===== config.mk =====
export PLATFORM = sky130hd
export DESIGN_NAME = rfd_fault_select
export DESIGN_NICKNAME = d
export VERILOG_FILES = /design/src/logic/rfd_pkg.sv /design/src/logic/rfd_fault_select.sv
export SDC_FILE = /design/constraint.sdc
export NUM_CORES = 1
export LEC_CHECK = 0
export BUFFER_PORTS_ARGS = -buffer_cell sky130_fd_sc_hd__buf_4
export CAP_MARGIN = 10
export CORE_ASPECT_RATIO = 1.25
export CORE_MARGIN = 1.5
export CORE_UTILIZATION = 60
export DETAILED_ROUTE_END_ITERATION = 12
export PLACE_DENSITY_LB_ADDON = 0.08
export SETUP_SLACK_MARGIN = 0.15
export SYNTH_ARGS = -nofsm -noshare
export SYNTH_HDL_FRONTEND = slang
export SYNTH_SLANG_ARGS = --single-unit
export TNS_END_PERCENT = 20

===== constraint.sdc =====
create_clock -name clock -period 6.1 [get_ports clock]
set_input_delay 1.22 -clock clock [delete_from_list [all_inputs] [get_ports clock]]
set_output_delay 1.22 -clock clock [all_outputs]
set_load 0.02 [all_outputs]

===== src/logic/rfd_pkg.sv =====
// Constants shared by the resolver fault detect and output select block
package rfd_pkg;
   // ----------------------------------------------------------------
   // Clock and angle scaling
   // ----------------------------------------------------------------
   localparam longint CLK_HZ = 200000000;
   localparam int ANGLE_LSB_PER_TURN = 4096;
   localparam int ERR_SET_DEG = 5;
   localparam int HYS_CLR_DEG = 1;
   localparam logic [11:0] ERR_SET_LSB = 12'(ERR_SET_DEG * ANGLE_LSB_PER_TURN / 360);
   localparam logic [11:0] HYS_CLR_LSB = 12'(HYS_CLR_DEG * ANGLE_LSB_PER_TURN / 360);
   // ----------------------------------------------------------------
   // Velocity measurement and over-speed
   // ----------------------------------------------------------------
   localparam longint MAX_TRACK_RPS = 1000;
   localparam int VEL_WIN_CYCLES = 4096;
   localparam logic [11:0] VEL_WIN_LAST = 12'(VEL_WIN_CYCLES - 1);
   localparam logic [11:0] OVERSPEED_STEPS =
      12'(MAX_TRACK_RPS * ANGLE_LSB_PER_TURN * VEL_WIN_CYCLES / CLK_HZ);
   // ----------------------------------------------------------------
   // Monitor thresholds
   // ----------------------------------------------------------------
   localparam logic [11:0] LOS_MIN_DEF = 12'h0200;
   localparam logic [11:0] DOS_MAX_DEF = 12'h0F00;
   localparam logic [11:0] MISMATCH_DEF = 12'h0100;
   localparam logic [11:0] MIN_RESET = 12'h0FFF;
   localparam logic [11:0] MAX_RESET = 12'h0000;
   // ----------------------------------------------------------------
   // Excitation half periods in cycles
   // ----------------------------------------------------------------
   localparam int EXC_HALF_10K = 10000;
   localparam int EXC_HALF_12K = 8333;
   localparam int EXC_HALF_15K = 6666;
   localparam int EXC_HALF_20K = 5000;
   // ----------------------------------------------------------------
   // Pin synchroniser slots
   // ----------------------------------------------------------------
   localparam int NPIN = 8;
   localparam int PIN_SAMPLE = 0;
   localparam int PIN_CS = 1;
   localparam int PIN_RD = 2;
   localparam int PIN_PVSEL = 3;
   localparam int PIN_SERSEL = 4;
   localparam int PIN_FS0 = 5;
   localparam int PIN_FS1 = 6;
   localparam int PIN_SCLK = 7;
   localparam logic [NPIN-1:0] PIN_RESET = 8'h17;
   // ----------------------------------------------------------------
   // Register map (byte addresses) and reset values
   // ----------------------------------------------------------------
   localparam logic [7:0] REG_CTRL = 8'h00;
   localparam logic [7:0] REG_STATUS = 8'h04;
   localparam logic [7:0] REG_EXTREMES = 8'h08;
   localparam logic [7:0] REG_HELD = 8'h0C;
   localparam int CTRL_DETECT_EN = 0;
   localparam logic [31:0] CTRL_RESET = 32'h0000_0001;
endpackage


===== src/logic/rfd_fault_select.sv =====
// Resolver fault detection, tracking loop, held registers and read port
// ----------------------------------------------------------------
// ----------------------------------------------------------------
`timescale 1ns/1ps
module rfd_fault_select #(
   parameter logic [11:0] LOS_MIN = rfd_pkg::LOS_MIN_DEF,
   parameter logic [11:0] DOS_MAX = rfd_pkg::DOS_MAX_DEF,
   parameter logic [11:0] MISMATCH_MAX = rfd_pkg::MISMATCH_DEF,
   parameter logic [13:0] EXC_HALF_A = 14'(rfd_pkg::EXC_HALF_10K),
   parameter logic [13:0] EXC_HALF_B = 14'(rfd_pkg::EXC_HALF_12K),
   parameter logic [13:0] EXC_HALF_C = 14'(rfd_pkg::EXC_HALF_15K),
   parameter logic [13:0] EXC_HALF_D = 14'(rfd_pkg::EXC_HALF_20K)
) (
   // Clock and reset
   input wire logic clock,
   input wire logic rstn,
   // Front end, same clock
   input wire logic [11:0] input_angle,
   input wire logic [11:0] monitor_mag,
   // Control pins
   input wire logic sample_n,
   input wire logic chip_select_n,
   input wire logic read_n,
   input wire logic position_velocity_select,
   input wire logic serial_port_select_n,
   input wire logic excitation_freq_sel_0,
   input wire logic excitation_freq_sel_1,
   // Data pins
   output logic [9:0] low_data_bits_out,
   output logic [9:0] low_data_bits_oe_n,
   input wire logic data_bit_ten_in,
   output logic data_bit_ten_out,
   output logic data_bit_ten_oe_n,
   output logic data_bit_eleven_out,
   output logic data_bit_eleven_oe_n,
   // Fault and excitation pins
   output logic signal_degraded_flag_n,
   output logic tracking_lost_flag_n,
   output logic excitation_out,
   // Register port
   input wire logic [7:0] reg_addr,
   input wire logic [31:0] reg_wdata,
   input wire logic reg_wr,
   input wire logic reg_rd,
   output logic [31:0] reg_rdata
);
   // ----------------------------------------------------------------
   // Pin synchronisers
   // ----------------------------------------------------------------
   logic [rfd_pkg::NPIN-1:0] pin_raw;
   logic [rfd_pkg::NPIN-1:0] s1_q;
   logic [rfd_pkg::NPIN-1:0] s2_q;
   logic [rfd_pkg::NPIN-1:0] s3_q;
   logic [rfd_pkg::NPIN-1:0] pin_q;
   logic [rfd_pkg::NPIN-1:0] pin_prev_q;
   assign pin_raw = {data_bit_ten_in, excitation_freq_sel_1, excitation_freq_sel_0, serial_port_select_n,
                     position_velocity_select, read_n, chip_select_n, sample_n};
   genvar gi;
   generate
      for (gi = 0; gi < rfd_pkg::NPIN; gi++) begin : g_sync
         // A change counts only once the second and third stages agree
         always_ff @(posedge clock or negedge rstn) begin
            if (!rstn) begin
               s1_q[gi] <= rfd_pkg::PIN_RESET[gi];
               s2_q[gi] <= rfd_pkg::PIN_RESET[gi];
               s3_q[gi] <= rfd_pkg::PIN_RESET[gi];
               pin_q[gi] <= rfd_pkg::PIN_RESET[gi];
               pin_prev_q[gi] <= rfd_pkg::PIN_RESET[gi];
            end else begin
               s1_q[gi] <= pin_raw[gi];
               s2_q[gi] <= s1_q[gi];
               s3_q[gi] <= s2_q[gi];
               pin_q[gi] <= (s2_q[gi] == s3_q[gi]) ? s3_q[gi] : pin_q[gi];
               pin_prev_q[gi] <= pin_q[gi];
            end
         end
      end
   endgenerate
   wire sample_rise = pin_q[rfd_pkg::PIN_SAMPLE] & ~pin_prev_q[rfd_pkg::PIN_SAMPLE];
   wire sample_fall = ~pin_q[rfd_pkg::PIN_SAMPLE] & pin_prev_q[rfd_pkg::PIN_SAMPLE];
   wire cs_act = ~pin_q[rfd_pkg::PIN_CS];
   wire rd_act = ~pin_q[rfd_pkg::PIN_RD];
   wire rd_fall = rd_act & pin_prev_q[rfd_pkg::PIN_RD];
   wire serial_mode = ~pin_q[rfd_pkg::PIN_SERSEL];
   // Two agreeing samples per level keep a 25 MHz serial clock inside the 200 MHz sampler
   wire sclk_fall = ~pin_q[rfd_pkg::PIN_SCLK] & pin_prev_q[rfd_pkg::PIN_SCLK];
   wire pv_sel = pin_q[rfd_pkg::PIN_PVSEL];
   // ----------------------------------------------------------------
   // Register port
   // ----------------------------------------------------------------
   logic [31:0] ctrl_q;
   logic [31:0] rdata_d;
   logic [31:0] reg_rdata_q;
   wire detect_en = ctrl_q[rfd_pkg::CTRL_DETECT_EN];
   // ----------------------------------------------------------------
   // Tracking loop
   // ----------------------------------------------------------------
   logic [11:0] pos_q;
   logic [11:0] pos_hold_q;
   logic [11:0] vel_q;
   logic [11:0] vel_hold_q;
   logic [11:0] vwin_q;
   logic signed [12:0] vacc_q;
   wire [11:0] err = input_angle - pos_q;
   // Never rests: at zero error the step still moves, so a 180 degree null cannot hold
   wire step_up = ~err[11];
   wire [11:0] pos_d = step_up ? pos_q + 12'h0001 : pos_q - 12'h0001;
   wire signed [12:0] vacc_d = step_up ? vacc_q + 13'sh0001 : vacc_q - 13'sh0001;
   wire [11:0] vel_sat = (vacc_q > 13'sh07FF) ? 12'h07FF : (vacc_q < -13'sh0800) ? 12'h0800 : vacc_q[11:0];
   always_ff @(posedge clock or negedge rstn) begin
      if (!rstn) begin
         pos_q <= 12'h0000;
         vacc_q <= 13'sh0000;
         vwin_q <= 12'h0000;
         vel_q <= 12'h0000;
      end else begin
         pos_q <= pos_d;
         vwin_q <= vwin_q + 12'h0001;
         if (vwin_q == rfd_pkg::VEL_WIN_LAST) begin
            vel_q <= vel_sat;
            vacc_q <= 13'sh0000;
         end else begin
            vacc_q <= vacc_d;
         end
      end
   end
   always_ff @(posedge clock or negedge rstn) begin
      if (!rstn) begin
         pos_hold_q <= 12'h0000;
         vel_hold_q <= 12'h0000;
      end else if (sample_fall) begin
         pos_hold_q <= pos_q;
         vel_hold_q <= vel_q;
      end
   end
   // ----------------------------------------------------------------
   // Fault conditions
   // ----------------------------------------------------------------
   wire [11:0] err_abs = err[11] ? 12'h0000 - err : err;
   wire [11:0] mis = pos_q - pos_hold_q;
   wire [11:0] mis_abs = mis[11] ? 12'h0000 - mis : mis;
   wire [11:0] vel_abs = vel_q[11] ? 12'h0000 - vel_q : vel_q;
   wire err_big = err_abs > rfd_pkg::ERR_SET_LSB;
   wire err_small = err_abs < rfd_pkg::HYS_CLR_LSB;
   wire mis_big = mis_abs > rfd_pkg::ERR_SET_LSB;
   wire mis_small = mis_abs < rfd_pkg::HYS_CLR_LSB;
   wire overspeed = vel_abs > rfd_pkg::OVERSPEED_STEPS;
   logic [11:0] min_q;
   logic [11:0] max_q;
   wire los_cond = detect_en & (monitor_mag < LOS_MIN);
   wire rng_cond = detect_en & (monitor_mag > DOS_MAX);
   wire mm_cond = detect_en & (max_q >= min_q) & ((max_q - min_q) > MISMATCH_MAX);
   logic los_q;
   logic dos_mm_q;
   logic lot_err_q;
   logic lot_over_q;
   // Extremes restart on a sample rise; mismatch detection waits for fresh samples
   always_ff @(posedge clock or negedge rstn) begin
      if (!rstn) begin
         min_q <= rfd_pkg::MIN_RESET;
         max_q <= rfd_pkg::MAX_RESET;
      end else if (sample_rise) begin
         min_q <= rfd_pkg::MIN_RESET;
         max_q <= rfd_pkg::MAX_RESET;
      end else begin
         min_q <= (monitor_mag < min_q) ? monitor_mag : min_q;
         max_q <= (monitor_mag > max_q) ? monitor_mag : max_q;
      end
   end
   // Set wins over the sample clear so no event is lost
   always_ff @(posedge clock or negedge rstn) begin
      if (!rstn) begin
         los_q <= 1'b0;
         dos_mm_q <= 1'b0;
      end else begin
         los_q <= los_cond | (los_q & ~sample_rise);
         dos_mm_q <= mm_cond | (dos_mm_q & ~sample_rise);
      end
   end
   always_ff @(posedge clock or negedge rstn) begin
      if (!rstn) begin
         lot_err_q <= 1'b0;
         lot_over_q <= 1'b0;
      end else begin
         lot_err_q <= (detect_en & (err_big | mis_big)) | (lot_err_q & ~(err_small & mis_small));
         lot_over_q <= (detect_en & overspeed) | (lot_over_q & ~(~overspeed & mis_small));
      end
   end
   wire dos_any = rng_cond | dos_mm_q;
   wire lot_any = lot_err_q | lot_over_q;
   // Priority: loss masks degradation masks tracking
   wire deg_n_d = ~(los_q | dos_any);
   wire trk_n_d = ~(los_q | (~dos_any & lot_any));
   logic deg_n_q;
   logic trk_n_q;
   always_ff @(posedge clock or negedge rstn) begin
      if (!rstn) begin
         deg_n_q <= 1'b1;
         trk_n_q <= 1'b1;
      end else begin
         deg_n_q <= deg_n_d;
         trk_n_q <= trk_n_d;
      end
   end
   assign signal_degraded_flag_n = deg_n_q;
   assign tracking_lost_flag_n = trk_n_q;
   // ----------------------------------------------------------------
   // Read port
   // ----------------------------------------------------------------
   logic [11:0] out_q;
   logic [15:0] shift_q;
   logic [9:0] low_out_q;
   logic [9:0] low_oe_n_q;
   logic b11_q;
   logic b11_oe_n_q;
   // Faults stay out of the parallel word; only the serial word carries the two fault flags
   wire [11:0] sel_word = pv_sel ? pos_hold_q : vel_hold_q;
   wire [14:0] ser_body = {sel_word, pv_sel, deg_n_q, trk_n_q};
   wire [15:0] ser_word = {ser_body, ~^ser_body};
   wire load = cs_act & rd_fall;
   wire par_drive = cs_act & rd_act & ~serial_mode;
   always_ff @(posedge clock or negedge rstn) begin
      if (!rstn) begin
         out_q <= 12'h0000;
         shift_q <= 16'h0000;
      end else if (load) begin
         out_q <= sel_word;
         shift_q <= ser_word;
      end else if (serial_mode & cs_act & sclk_fall) begin
         shift_q <= {shift_q[14:0], 1'b0};
      end
   end
   // Pins follow the output register one cycle later; data stays live in a fault
   always_ff @(posedge clock or negedge rstn) begin
      if (!rstn) begin
         low_out_q <= 10'h000;
         low_oe_n_q <= 10'h3FF;
         b11_q <= 1'b0;
         b11_oe_n_q <= 1'b1;
      end else begin
         low_out_q <= out_q[9:0];
         low_oe_n_q <= {10{~par_drive}};
         b11_q <= serial_mode ? shift_q[15] : out_q[11];
         b11_oe_n_q <= ~(par_drive | (serial_mode & cs_act));
      end
   end
   logic b10_q;
   logic b10_oe_n_q;
   always_ff @(posedge clock or negedge rstn) begin
      if (!rstn) begin
         b10_q <= 1'b0;
         b10_oe_n_q <= 1'b1;
      end else begin
         b10_q <= out_q[10];
         b10_oe_n_q <= ~par_drive;
      end
   end
   assign low_data_bits_out = low_out_q;
   assign low_data_bits_oe_n = low_oe_n_q;
   assign data_bit_ten_out = b10_q;
   assign data_bit_ten_oe_n = b10_oe_n_q;
   assign data_bit_eleven_out = b11_q;
   assign data_bit_eleven_oe_n = b11_oe_n_q;
   // ----------------------------------------------------------------
   // Excitation divider
   // ----------------------------------------------------------------
   logic [13:0] exc_cnt_q;
   logic exc_q;
   wire [1:0] fs = {pin_q[rfd_pkg::PIN_FS1], pin_q[rfd_pkg::PIN_FS0]};
   wire [13:0] exc_half = (fs == 2'b11) ? EXC_HALF_A : (fs == 2'b10) ? EXC_HALF_B :
                          (fs == 2'b01) ? EXC_HALF_C : EXC_HALF_D;
   always_ff @(posedge clock or negedge rstn) begin
      if (!rstn) begin
         exc_cnt_q <= 14'h0000;
         exc_q <= 1'b0;
      end else if (exc_cnt_q >= exc_half - 14'h0001) begin
         exc_cnt_q <= 14'h0000;
         exc_q <= ~exc_q;
      end else begin
         exc_cnt_q <= exc_cnt_q + 14'h0001;
      end
   end
   assign excitation_out = exc_q;
   // ----------------------------------------------------------------
   // Register decode
   // ----------------------------------------------------------------
   wire [31:0] status_word = {25'h0000_000, pv_sel, serial_mode, lot_over_q, lot_err_q, dos_mm_q, rng_cond, los_q};
   assign rdata_d = (reg_addr == rfd_pkg::REG_CTRL) ? ctrl_q :
                    (reg_addr == rfd_pkg::REG_STATUS) ? status_word :
                    (reg_addr == rfd_pkg::REG_EXTREMES) ? {4'h0, max_q, 4'h0, min_q} :
                    (reg_addr == rfd_pkg::REG_HELD) ? {4'h0, vel_hold_q, 4'h0, pos_hold_q} : 32'h0000_0000;
   always_ff @(posedge clock or negedge rstn) begin
      if (!rstn) begin
         ctrl_q <= rfd_pkg::CTRL_RESET;
         reg_rdata_q <= 32'h0000_0000;
      end else begin
         if (reg_wr && reg_addr == rfd_pkg::REG_CTRL) begin
            ctrl_q <= {31'h0000_0000, reg_wdata[rfd_pkg::CTRL_DETECT_EN]};
         end
         reg_rdata_q <= reg_rd ? rdata_d : 32'h0000_0000;
      end
   end
   assign reg_rdata = reg_rdata_q;
   // ----------------------------------------------------------------
   // Assertions
   // ----------------------------------------------------------------
   AST_LOS_LATCH: assert property (@(posedge clock) disable iff (!rstn)
      los_cond |=> los_q ##1 (!signal_degraded_flag_n && !tracking_lost_flag_n))
      else $error("loss of signal not flagged 00");
   AST_LOS_CLEAR: assert property (@(posedge clock) disable iff (!rstn)
      (los_q && sample_rise && !los_cond) |=> !los_q)
      else $error("sample rise did not clear loss latch");
   AST_LOS_STICKY: assert property (@(posedge clock) disable iff (!rstn)
      (los_q && !sample_rise) |=> los_q)
      else $error("loss latch dropped without sample rise");
   AST_RANGE: assert property (@(posedge clock) disable iff (!rstn)
      (rng_cond && !los_q) |=> !signal_degraded_flag_n && tracking_lost_flag_n)
      else $error("over-range not shown as 01");
   AST_MM_HOLD: assert property (@(posedge clock) disable iff (!rstn)
      (dos_mm_q && !sample_rise) |=> dos_mm_q)
      else $error("mismatch latch dropped early");
   AST_LOT_ERR: assert property (@(posedge clock) disable iff (!rstn)
      (detect_en && err_big) |=> lot_err_q)
      else $error("tracking error did not set flag");
   AST_LOT_HYS: assert property (@(posedge clock) disable iff (!rstn)
      (lot_err_q && !(err_small && mis_small)) |=> lot_err_q)
      else $error("tracking flag cleared above 1 degree");
   AST_OVERSPEED: assert property (@(posedge clock) disable iff (!rstn)
      (lot_over_q && overspeed) |=> lot_over_q)
      else $error("over-speed flag cleared while too fast");
   AST_STEP: assert property (@(posedge clock) disable iff (!rstn)
      rstn |=> (pos_q != $past(pos_q)))
      else $error("tracking loop stood still");
   AST_HOLD: assert property (@(posedge clock) disable iff (!rstn)
      sample_fall |=> (pos_hold_q == $past(pos_q)) && (vel_hold_q == $past(vel_q)))
      else $error("held registers not loaded on sample fall");
   AST_FLOAT: assert property (@(posedge clock) disable iff (!rstn)
      serial_mode |=> low_data_bits_oe_n == 10'h3FF)
      else $error("low data bits driven in serial mode");
   CVR_LOS: cover property (@(posedge clock) disable iff (!rstn) los_q ##1 sample_rise ##2 !los_q);
   CVR_LOT: cover property (@(posedge clock) disable iff (!rstn) lot_err_q ##1 !lot_err_q);
   CVR_PAR_READ: cover property (@(posedge clock) disable iff (!rstn) load && !serial_mode);
   CVR_SER_SHIFT: cover property (@(posedge clock) disable iff (!rstn) serial_mode && cs_act && sclk_fall);
endmodule


==> impl_metrics.json, run 1 <==
{
  "synth_most_common_cell": "dfrtp_1",
  "setup_viol": 0,
  "ys_types": 74,
  "synth_top_area_share": 0.3674,
  "clk-insertion-delay-late_ns": 0.51,
  "final_util": 0.6912,
  "clock_skew_ns": 0.01721,
  "critPathCaptureType": "flip-flop",
  "sequentialPowerShare": 0.265,
  "synth_area_um2": 12600,
  "drc": 0,
  "worst_slew_pin_slew_ns": 1.169,
  "final_cells": 1658,
  "dp_hpwl_um": 20030,
  "start_util": 0.6075,
  "startpoint_type": "input pin",
  "grt_max_degree": 123,
  "drt_pre_antenna_iters": 6,
  "cts_sinks": 220,
  "slew_headroom": 0.2172,
  "rows": 59,
  "portBuffers": 95,
  "clock_path_buffers": 3,
  "p_clk_frac": 0.182,
  "synthTopCellsByArea": "dfrtp_1 37%, ha_1 10%, dfstp_2 7.3%, mux2i_1 4.8%, nor2_1 3.8%",
  "yosysWarnings": 0,
  "layout.nets": 1548,
  "drt_iter0_markers": 571,
  "switchingPower_mw": 3.402,
  "grt.total_usage": 0.2521,
  "min_path_type": "reg -> reg",
  "path_max_fanout": 14,
  "avgRoutedWirePerCell_um": 16.28,
  "numCtsBuffers": 23,
  "maxCapViolCount": 0,
  "cts_tree": "yes",
  "p_comb_frac": 0.553,
  "p_leak_nw": 6.922,
  "syn_avg_cell_area_um2": 9.792,
  "ys.flop_type": "dfrtp_1",
  "worstPathArrival_ns": 5.41,
  "netlist_top_cells_count": "185 x dfrtp_1, 126 x nor2_1, 101 x ha_1",
  "core_um2": 20740,
  "placedCellCount": 1615,
  "antenna_found_initial": 0,
  "ys_seq_area_frac": 0.4403,
  "async_reset_ff_frac": 1.000,
  "cts.clk_slew.worst_paths_ns": 0.06,
  "cts_hold_buffers": 0,
  "grt_pass1_vias": 8977,
  "dieArea_um2": 21890,
  "ant_nets": 0,
  "vias": 9426,
  "final.setup.tns_ns": 0,
  "die_h_um": 165.0,
  "powerDensity_nw_per_um2": 574.6,
  "root_buffer": "clkbuf_16",
  "cp.required_ns": 6.53,
  "num_antenna_cells": 0,
  "syn2layout_area_growth_pct": 13.77,
  "max_freq_mhz": 200.8,
  "ios": 135,
  "swShare": 0.4130,
  "multiInputGateArea_um2": 6486,
  "maxSlewViolCount": 0,
  "finalWirelength_um": 26990,
  "gp_congestion": 0.8478,
  "yosysTopAreaCell": "dfrtp_1",
  "p_int_mw": 4.836,
  "synth-edff-count": 0,
  "post-route-period-util": 0.8162,
  "fillers": 1641,
  "routed_via_density": 5.685,
  "fin_crit_ns": 4.979,
  "ys_seq_elements": 220,
  "ctsResizeCount": 0,
  "grt_overflow_total": 0,
  "ir_worst_vdd_mv": 0.4715,
  "grt_pass1_wl_um": 44640,
  "die_w_um": 132.6,
  "critPathKind": "in -> reg",
  "rsz0062_at_grt": "no",
  "outcome": "completed",
  "h-tree-depth": 1,
  "syn_inst": 1287,
  "drive_gt1_frac": 0.1532,
  "final_hold_viol_count": 0,
  "cts_setup_buffers": 0,
  "seqCellArea_um2": 5549
}
## flip-flops by register name (all words and copies together) (netlist names), 2 cells and up
register / flops
pin_q: 5
fs: 2
pin_prev_q: 3
pos_hold_q: 12
min_q: 12
s2_q: 8
s3_q: 8
vel_q: 12
vacc_q: 13
vel_hold_q: 12
exc_cnt_q: 14
out_q: 12
s1_q: 8
low_data_bits_out: 10
pos_q: 12
max_q: 12
vwin_q: 12
reg_rdata: 24
shift_q: 16
## per-stage QoR
step	worst slack [ns]	cell area, um^2	hold slack [ns]	total power [mW]
floorplan	0.9649	12630	0.3312	5.740
global placement	0.6442	13510	0.3335	6.518
detailed placement	0.5960	13510	0.3418	6.690
CTS	1.126	14330	0.3533	8.237
global route	0.6594	14340	0.3609	9.004
finish	1.121	14340	0.3526	8.238
## routing by layer
layer / share of wire / GRT usage
met2: 0.49 / 0.4479
met4: 0.030 / 0.08591
met3: 0.045 / 0.03192
met1: 0.43 / 0.3198
met5: 0 / 0
## path summary, 6_finish.rpt
kind	start	slack (ns)	cells after the start	end
worst min-delay path	s1_q[3]$_DFF_PN0_	0.35	0	s2_q[3]$_DFF_PN0_
max in group asynchronous	rstn	4.31	2	los_q$_DFF_PN0_
worst max-delay path	input_angle[4]	1.12	18	vacc_q[12]$_DFF_PN0_
worst max register to register	pos_q[1]$_DFF_PN0_	1.38	19	vacc_q[12]$_DFF_PN0_
min in group asynchronous	rstn	0.71	1	exc_cnt_q[13]$_DFF_PN0_
worst min register to register	s1_q[3]$_DFF_PN0_	0.35	0	s2_q[3]$_DFF_PN0_
## placed cells by master, fill, tap and decap left out, drive strengths merged, types with 8 or more instances in the layout
cell / count
conb: 9
o21ai: 68
buf: 106
clkbuf: 32
ha: 101
dfstp: 35
nand2: 98
nand3: 23
dfrtp: 185
mux2i: 60
xnor2: 46
xor2: 32
o21a: 11
or3: 9
inv: 87
and3: 13
mux2: 13
nand4: 10
nor2: 126
a21o: 20
a211oi: 18
nor2b: 23
nand2b: 14
nor3: 45
a21oi: 72
maj3: 8
## area by class of cell
cell class / instances / share of cell area
clock inverter: 10 / 0.01126
timing repair buffer: 106 / 0.05690
clock buffer: 32 / 0.04599
tap: 274 / 0.02391
multi-input combinational: 930 / 0.4524
sequential: 220 / 0.3870
inverter: 86 / 0.02252
## power groups by stage
stage	Combinational (mW)	Sequential, mW	Clock [mW]
2_1_floorplan	3.61	2.13	0
3_3_place_gp	4.33	2.19	0
3_5_place_dp	4.49	2.20	0
4_1_cts	4.52	2.18	1.54
5_1_grt	5.18	2.23	1.60
6_report	4.56	2.18	1.50
## kinds of logic after synthesis
kind of cell             count (synthesis)  share of synthesized area
AND/OR/NAND/NOR                        395                     0.1475
multiplexers                            74                    0.06106
XOR/XNOR                                79                    0.05610
AO/OA/AOI/OAI                          260                     0.1331
buffers and inverters                  144                    0.04825
adder cells (fa/ha/maj)                113                     0.1130
other                                    2                  0.0005959
flip-flops                             220                     0.4403
## critical path, stage by stage
cell and delay, ns:
buf_4 0.11, ha_1 0.33, a21o_1 0.24, or3_1 0.35, o211ai_1 0.19, a21oi_1 0.13
xnor3_2 0.46, ha_1 0.32, nor2b_1 0.15, o21ai_0 0.19, a21boi_0 0.15, o21ai_0 0.21
a21boi_0 0.14, o21ai_0 0.25, a21oi_1 0.14, o21a_1 0.22, o41ai_1 0.36, mux2i_1 0.22
No activity file was read; power rests on OpenSTA's default activity.
==> inputs of run 2 (changes only) <==
==> constraint.sdc (replaced) <==
create_clock -name clock -period 5.17 [get_ports clock]
set_input_delay 1.034 -clock clock [delete_from_list [all_inputs] [get_ports clock]]
set_output_delay 1.034 -clock clock [all_outputs]
set_load 0.02 [all_outputs]
==> run 2 against run 1 <==
  * Worst setup slack got worse by 0.57 ns
  * Via count is 0.34% lower
  * Global-route usage about the same
  * Critical endpoint unchanged
  * Sequential cell count did not move
  * Hold slack worse by 0.00061 ns
  * Sequential share of layout area down 0.31 points
  * Cell count increased by 0.30%
  * Sequential power increased by 18%
  * Largest cell class unchanged
==> impl_metrics.json, run 2 (synthesis gave the netlist of run 1 again) <==
{
  "outcome": "completed",
  "powerDensity_nw_per_um2": 685.7,
  "clock_skew_ns": 0.01757,
  "dieArea_um2": 21890,
  "portBuffers": 95,
  "min_to": "s2_q[4]$_DFF_PN1_",
  "ios": 135,
  "final_area_um2": 14450,
  "grt_max_degree": 123,
  "start_util": 0.6075,
  "root_buffer": "clkbuf_16",
  "grt_pass1_wl_um": 44610,
  "rows": 59,
  "p_leak_nw": 6.977,
  "drt_pre_antenna_iters": 5,
  "drt_iter0_markers": 522,
  "avgRoutedWirePerCell_um": 16.32,
  "post-route-period-util": 0.8935,
  "largest_reg_flops": 24,
  "die_w_um": 132.6,
  "slew_headroom": 0.2003,
  "core_um2": 20740,
  "setup_viol": 0,
  "final_hold_viol_count": 0,
  "rrSetupSlack_ns": 0.56,
  "cts_sinks": 220,
  "r2r-end": "vacc_q[12]$_DFF_PN0_",
  "numCtsBuffers": 24,
  "cp.required_ns": 5.60,
  "critPathKind": "in -> reg",
  "critPathCaptureType": "flip-flop",
  "r2r-start": "pos_q[1]$_DFF_PN0_",
  "cts_tree": "yes",
  "final.setup.tns_ns": 0,
  "gp_congestion": 0.8813,
  "power.total_mw": 9.911,
  "ir_worst_vdd_mv": 0.5345,
  "hold_start": "s1_q[4]$_DFF_PN1_",
  "rsz0062_at_grt": "yes",
  "routed_via_density": 5.649,
  "path_max_fanout": 5,
  "num_antenna_cells": 0,
  "startpoint_type": "input pin",
  "hold_depth": 0,
  "cts_setup_buffers": 0,
  "worstPathArrival_ns": 5.05,
  "layout.nets": 1552,
  "max_freq_mhz": 216.5,
  "cts.clk_slew.worst_paths_ns": 0.06,
  "ant_nets": 0,
  "die_h_um": 165.0,
  "finalWirelength_um": 27140,
  "min_path_type": "reg -> reg",
  "drive_gt1_frac": 0.1569,
  "maxSlewViolCount": 0,
  "final_util": 0.6967,
  "syn2layout_area_growth_pct": 14.68,
  "drc": 0,
  "final_common_cell": "dfrtp_1",
  "final_cell_mix": "185 x dfrtp_1, 126 x nor2_1, 107 x buf_4",
  "dp_hpwl_um": 20020,
  "place_area_um2": 13540,
  "clk-insertion-delay-late_ns": 0.51,
  "clock_path_buffers": 3,
  "worstRegToRegCells": 18,
  "cts_hold_buffers": 0,
  "h-tree-depth": 1,
  "vias": 9394,
  "maxCapViolCount": 0,
  "grt.total_usage": 0.2517,
  "grt_pass1_vias": 9219,
  "grt_overflow_total": 0,
  "antenna_found_initial": 0,
  "fin_crit_ns": 4.619,
  "worst_slew_pin_slew_ns": 1.194
}
==> run 2: report_power, final <==
group          internal [mW]  switching [mW]
logic                   2.43            2.97
registers               2.20           0.371
clock network           1.24           0.693
==> run 2: worst max path at each step <==
stage	cells after the start	start	endpoint
after floorplan	17	input_angle[4]	vacc_q[11]$_DFF_PN0_
after global placement	18	input_angle[4]	vacc_q[11]$_DFF_PN0_
after detailed placement	18	input_angle[2]	vacc_q[11]$_DFF_PN0_
after CTS	18	pos_q[1]$_DFF_PN0_	vacc_q[11]$_DFF_PN0_
after global routing	18	pos_q[1]$_DFF_PN0_	vacc_q[12]$_DFF_PN0_
final	18	input_angle[2]	vacc_q[12]$_DFF_PN0_
==> run 2: final cells by class <==
class                   count  area, um^2
inverters                  86       322.8
well taps                 274       342.8
clock buffers              32       691.9
repair buffers            109       838.3
flip-flops and latches    220        5549
fillers                  1618        6291
clock inverters            12       220.2
multi-input cells         930        6487
==> run 2: metal layers <==
metal  part of all wire  vias up  GRT usage
met5                  0        -          0
met4              0.029        0    0.08641
met3              0.042       49    0.03161
met2               0.49      198     0.4412
met1               0.44     4504     0.3244
li1                   -     4643          -
==> run 2: stage by stage <==
stage          setup slack (ns)  hold WS (ns)  instances
2_1_floorplan            0.2209        0.3312       1294
3_3_place_gp             0.1282        0.3333       1619
3_5_place_dp          -0.002007        0.3378       1619
4_1_cts                  0.5212        0.3535       1663
5_1_grt                  0.1258        0.3498       1663
6_report                 0.5507        0.3519       1663
==> run 2: critical path, cell delays in order <==
cell and delay [ns]:
buf_4 0.11, ha_1 0.33, nor2_1 0.07, a211oi_1 0.36
o211ai_1 0.17, a21oi_1 0.27, xnor3_2 0.35, ha_1 0.32
nor2b_1 0.15, o21ai_0 0.19, a21boi_0 0.14, o21ai_0 0.25
a21boi_0 0.15, o21ai_0 0.22, a21oi_1 0.12, o21a_1 0.21
o41ai_1 0.38, mux2i_1 0.23
==> run 2: timing repair <==
item / in CTS / in global routing
endpoints found under the hold margin: 0 / 0
gates resized for setup: 0 / 1
endpoints found under the setup margin: 0 / 2
==> inputs of run 3 (changes only) <==
--- a/config.mk
+++ b/config.mk
@@ -5,7 +5,7 @@
 export SDC_FILE = /design/constraint.sdc
 export NUM_CORES = 1
 export LEC_CHECK = 0
-export BUFFER_PORTS_ARGS = -buffer_cell sky130_fd_sc_hd__buf_4
+export BUFFER_PORTS_ARGS = -buffer_cell sky130_fd_sc_hd__buf_2
 export CAP_MARGIN = 10
 export CORE_ASPECT_RATIO = 1.25
 export CORE_MARGIN = 1.5
==> run 3 against run 2 <==
  * Clock skew shrank 0.0073 ns
  * Register-to-register slack lost 0.02 ns
  * Wire length shrank 0.41%
  * Clock power down 3%
  * Count of clock-buffer cells in the layout is 5 lower
  * Sequential power is essentially flat
  * Non-clock buffer count increased by 1
  * Sequential cell count did not move
  * Critical path type is now reg -> reg
  * Critical path depth stayed put
  * Via count rose by 0.37%
  * Hold slack lost 0.0081 ns
==> impl_metrics.json, run 3 (synthesis gave the netlist of run 1 again) <==
{
  "avgRoutedWirePerCell_um": 16.28,
  "p_int_mw": 5.810,
  "outcome": "completed",
  "dieArea_um2": 21890,
  "switchingPower_mw": 3.983,
  "maxCapViolCount": 0,
  "final_util": 0.6841,
  "clock_skew_ns": 0.01031,
  "die_w_um": 132.6,
  "drt_iter0_markers": 535,
  "fin_crit_ns": 4.632,
  "post-route-period-util": 0.8959,
  "p_comb_frac": 0.546,
  "swShare": 0.4067,
  "grt_pass1_vias": 9128,
  "syn2layout_area_growth_pct": 12.60,
  "gp_congestion": 0.8804,
  "worstRegToRegCells": 18,
  "setup_viol": 0,
  "root_buffer": "clkbuf_16",
  "drive_gt1_frac": 0.1579,
  "clock_path_buffers": 3,
  "portBuffers": 95,
  "grt_max_degree": 114,
  "largest_reg_flops": 24,
  "h-tree-depth": 1,
  "final_common_cell": "dfrtp_1",
  "final_hold_viol_count": 0,
  "antenna_found_initial": 0,
  "p_clk_frac": 0.192,
  "drc": 0,
  "max_freq_mhz": 215.9,
  "grt_overflow_total": 0,
  "layout.nets": 1552,
  "final_cell_mix": "185 x dfrtp_1, 126 x nor2_1, 101 x ha_1",
  "hold_depth": 0,
  "cts.clk_slew.worst_paths_ns": 0.07,
  "critPathCaptureType": "flip-flop",
  "grt.total_usage": 0.2519,
  "powerDensity_nw_per_um2": 690.2,
  "vias": 9429,
  "cp.required_ns": 5.53,
  "dp_hpwl_um": 20240,
  "setup_ws_ns": 0.5381,
  "maxSlewViolCount": 0,
  "cts_setup_buffers": 0,
  "num_antenna_cells": 0,
  "post-place-ws_ns": 0.01284,
  "finalWirelength_um": 27030,
  "ir_worst_vdd_mv": 0.6188,
  "final.setup.tns_ns": 0,
  "worst_slew_pin_slew_ns": 0.8143,
  "min_path_type": "reg -> reg",
  "path_max_fanout": 5,
  "drt_pre_antenna_iters": 5,
  "numCtsBuffers": 23,
  "critPathKind": "reg -> reg",
  "rsz0062_at_grt": "no",
  "worstPathArrival_ns": 4.99,
  "cts_tree": "yes",
  "rows": 59,
  "sequentialPowerShare": 0.262,
  "startpoint_type": "flip-flop",
  "slew_headroom": 0.4571,
  "routed_via_density": 5.677,
  "grt_pass1_wl_um": 44740,
  "cts_sinks": 220,
  "core_um2": 20740,
  "ios": 135,
  "die_h_um": 165.0,
  "clk-insertion-delay-late_ns": 0.50,
  "ant_nets": 0,
  "p_leak_nw": 6.898,
  "start_util": 0.6075
}
## run 3: worst max-delay path, stage by stage, from the launching register on
cell       delay [ns]
dfrtp_1          0.50
inv_1            0.19
ha_1             0.31
nand2b_1         0.07
a211oi_1         0.37
o211ai_1         0.17
a21oi_1          0.26
xnor3_2          0.35
ha_1             0.29
a21o_1           0.17
a21oi_1          0.21
o21ai_0          0.10
a21oi_1          0.22
o21ai_0          0.10
a21oi_1          0.22
o21ai_0          0.13
a2111oi_0        0.52
o21ai_0          0.15
nor3b_1          0.15
## run 3: final cells by class
type | instances | area, um^2
clock buffers | 27 | 620.6
inverters | 86 | 322.8
well taps | 274 | 342.8
flip-flops and latches | 220 | 5549
repair buffers | 110 | 610.6
clock inverters | 14 | 250.2
multi-input cells | 930 | 6494
fillers | 1687 | 6554
## run 3: worst paths after layout
check | startpoint | to | slack [ns]
min in group asynchronous | rstn | fs[0]$_DFFE_PN0N_ | 0.59
hold reg to reg | s1_q[5]$_DFF_PN0_ | s2_q[5]$_DFF_PN0_ | 0.34
setup / recovery | pos_q[1]$_DFF_PN0_ | vacc_q[11]$_DFF_PN0_ | 0.54
setup reg to reg | pos_q[1]$_DFF_PN0_ | vacc_q[11]$_DFF_PN0_ | 0.54
max in group asynchronous | rstn | tracking_lost_flag_n$_DFF_PN1_ | 3.58
hold / removal | s1_q[5]$_DFF_PN0_ | s2_q[5]$_DFF_PN0_ | 0.34
## run 3: stage by stage
| stage | instances | cell area [um^2] | power, mW | hold WS (ns) |
|---|---|---|---|---|
| 2_1_floorplan | 1294 | 12630 | 6.773 | 0.3312 |
| 6_report | 1661 | 14190 | 9.794 | 0.3438 |
| 5_1_grt | 1661 | 14190 | 10.72 | 0.3526 |
| 4_1_cts | 1660 | 14170 | 9.810 | 0.3467 |
| 3_5_place_dp | 1619 | 13300 | 7.899 | 0.3358 |
| 3_3_place_gp | 1619 | 13300 | 7.728 | 0.3344 |
## run 3: layer usage
layer,global-route usage,part of all wire
met1,0.3274,0.44
met2,0.4457,0.49
met3,0.02824,0.040
met4,0.07592,0.026
met5,0,0
## run 3: power groups by stage
stage / combinational, mW / clock, mW / sequential (mW)
3_5_place_dp: 5.30 / 0 / 2.60
6_report: 5.35 / 1.88 / 2.57
4_1_cts: 5.33 / 1.91 / 2.57
2_1_floorplan: 4.26 / 0 / 2.51
5_1_grt: 6.11 / 1.99 / 2.63
3_3_place_gp: 5.15 / 0 / 2.58
## run 3: repair_timing
action / in CTS / in global routing
setup endpoints to repair: 0 / 1
hold buffers: 0 / 0
resized for setup: 0 / 1
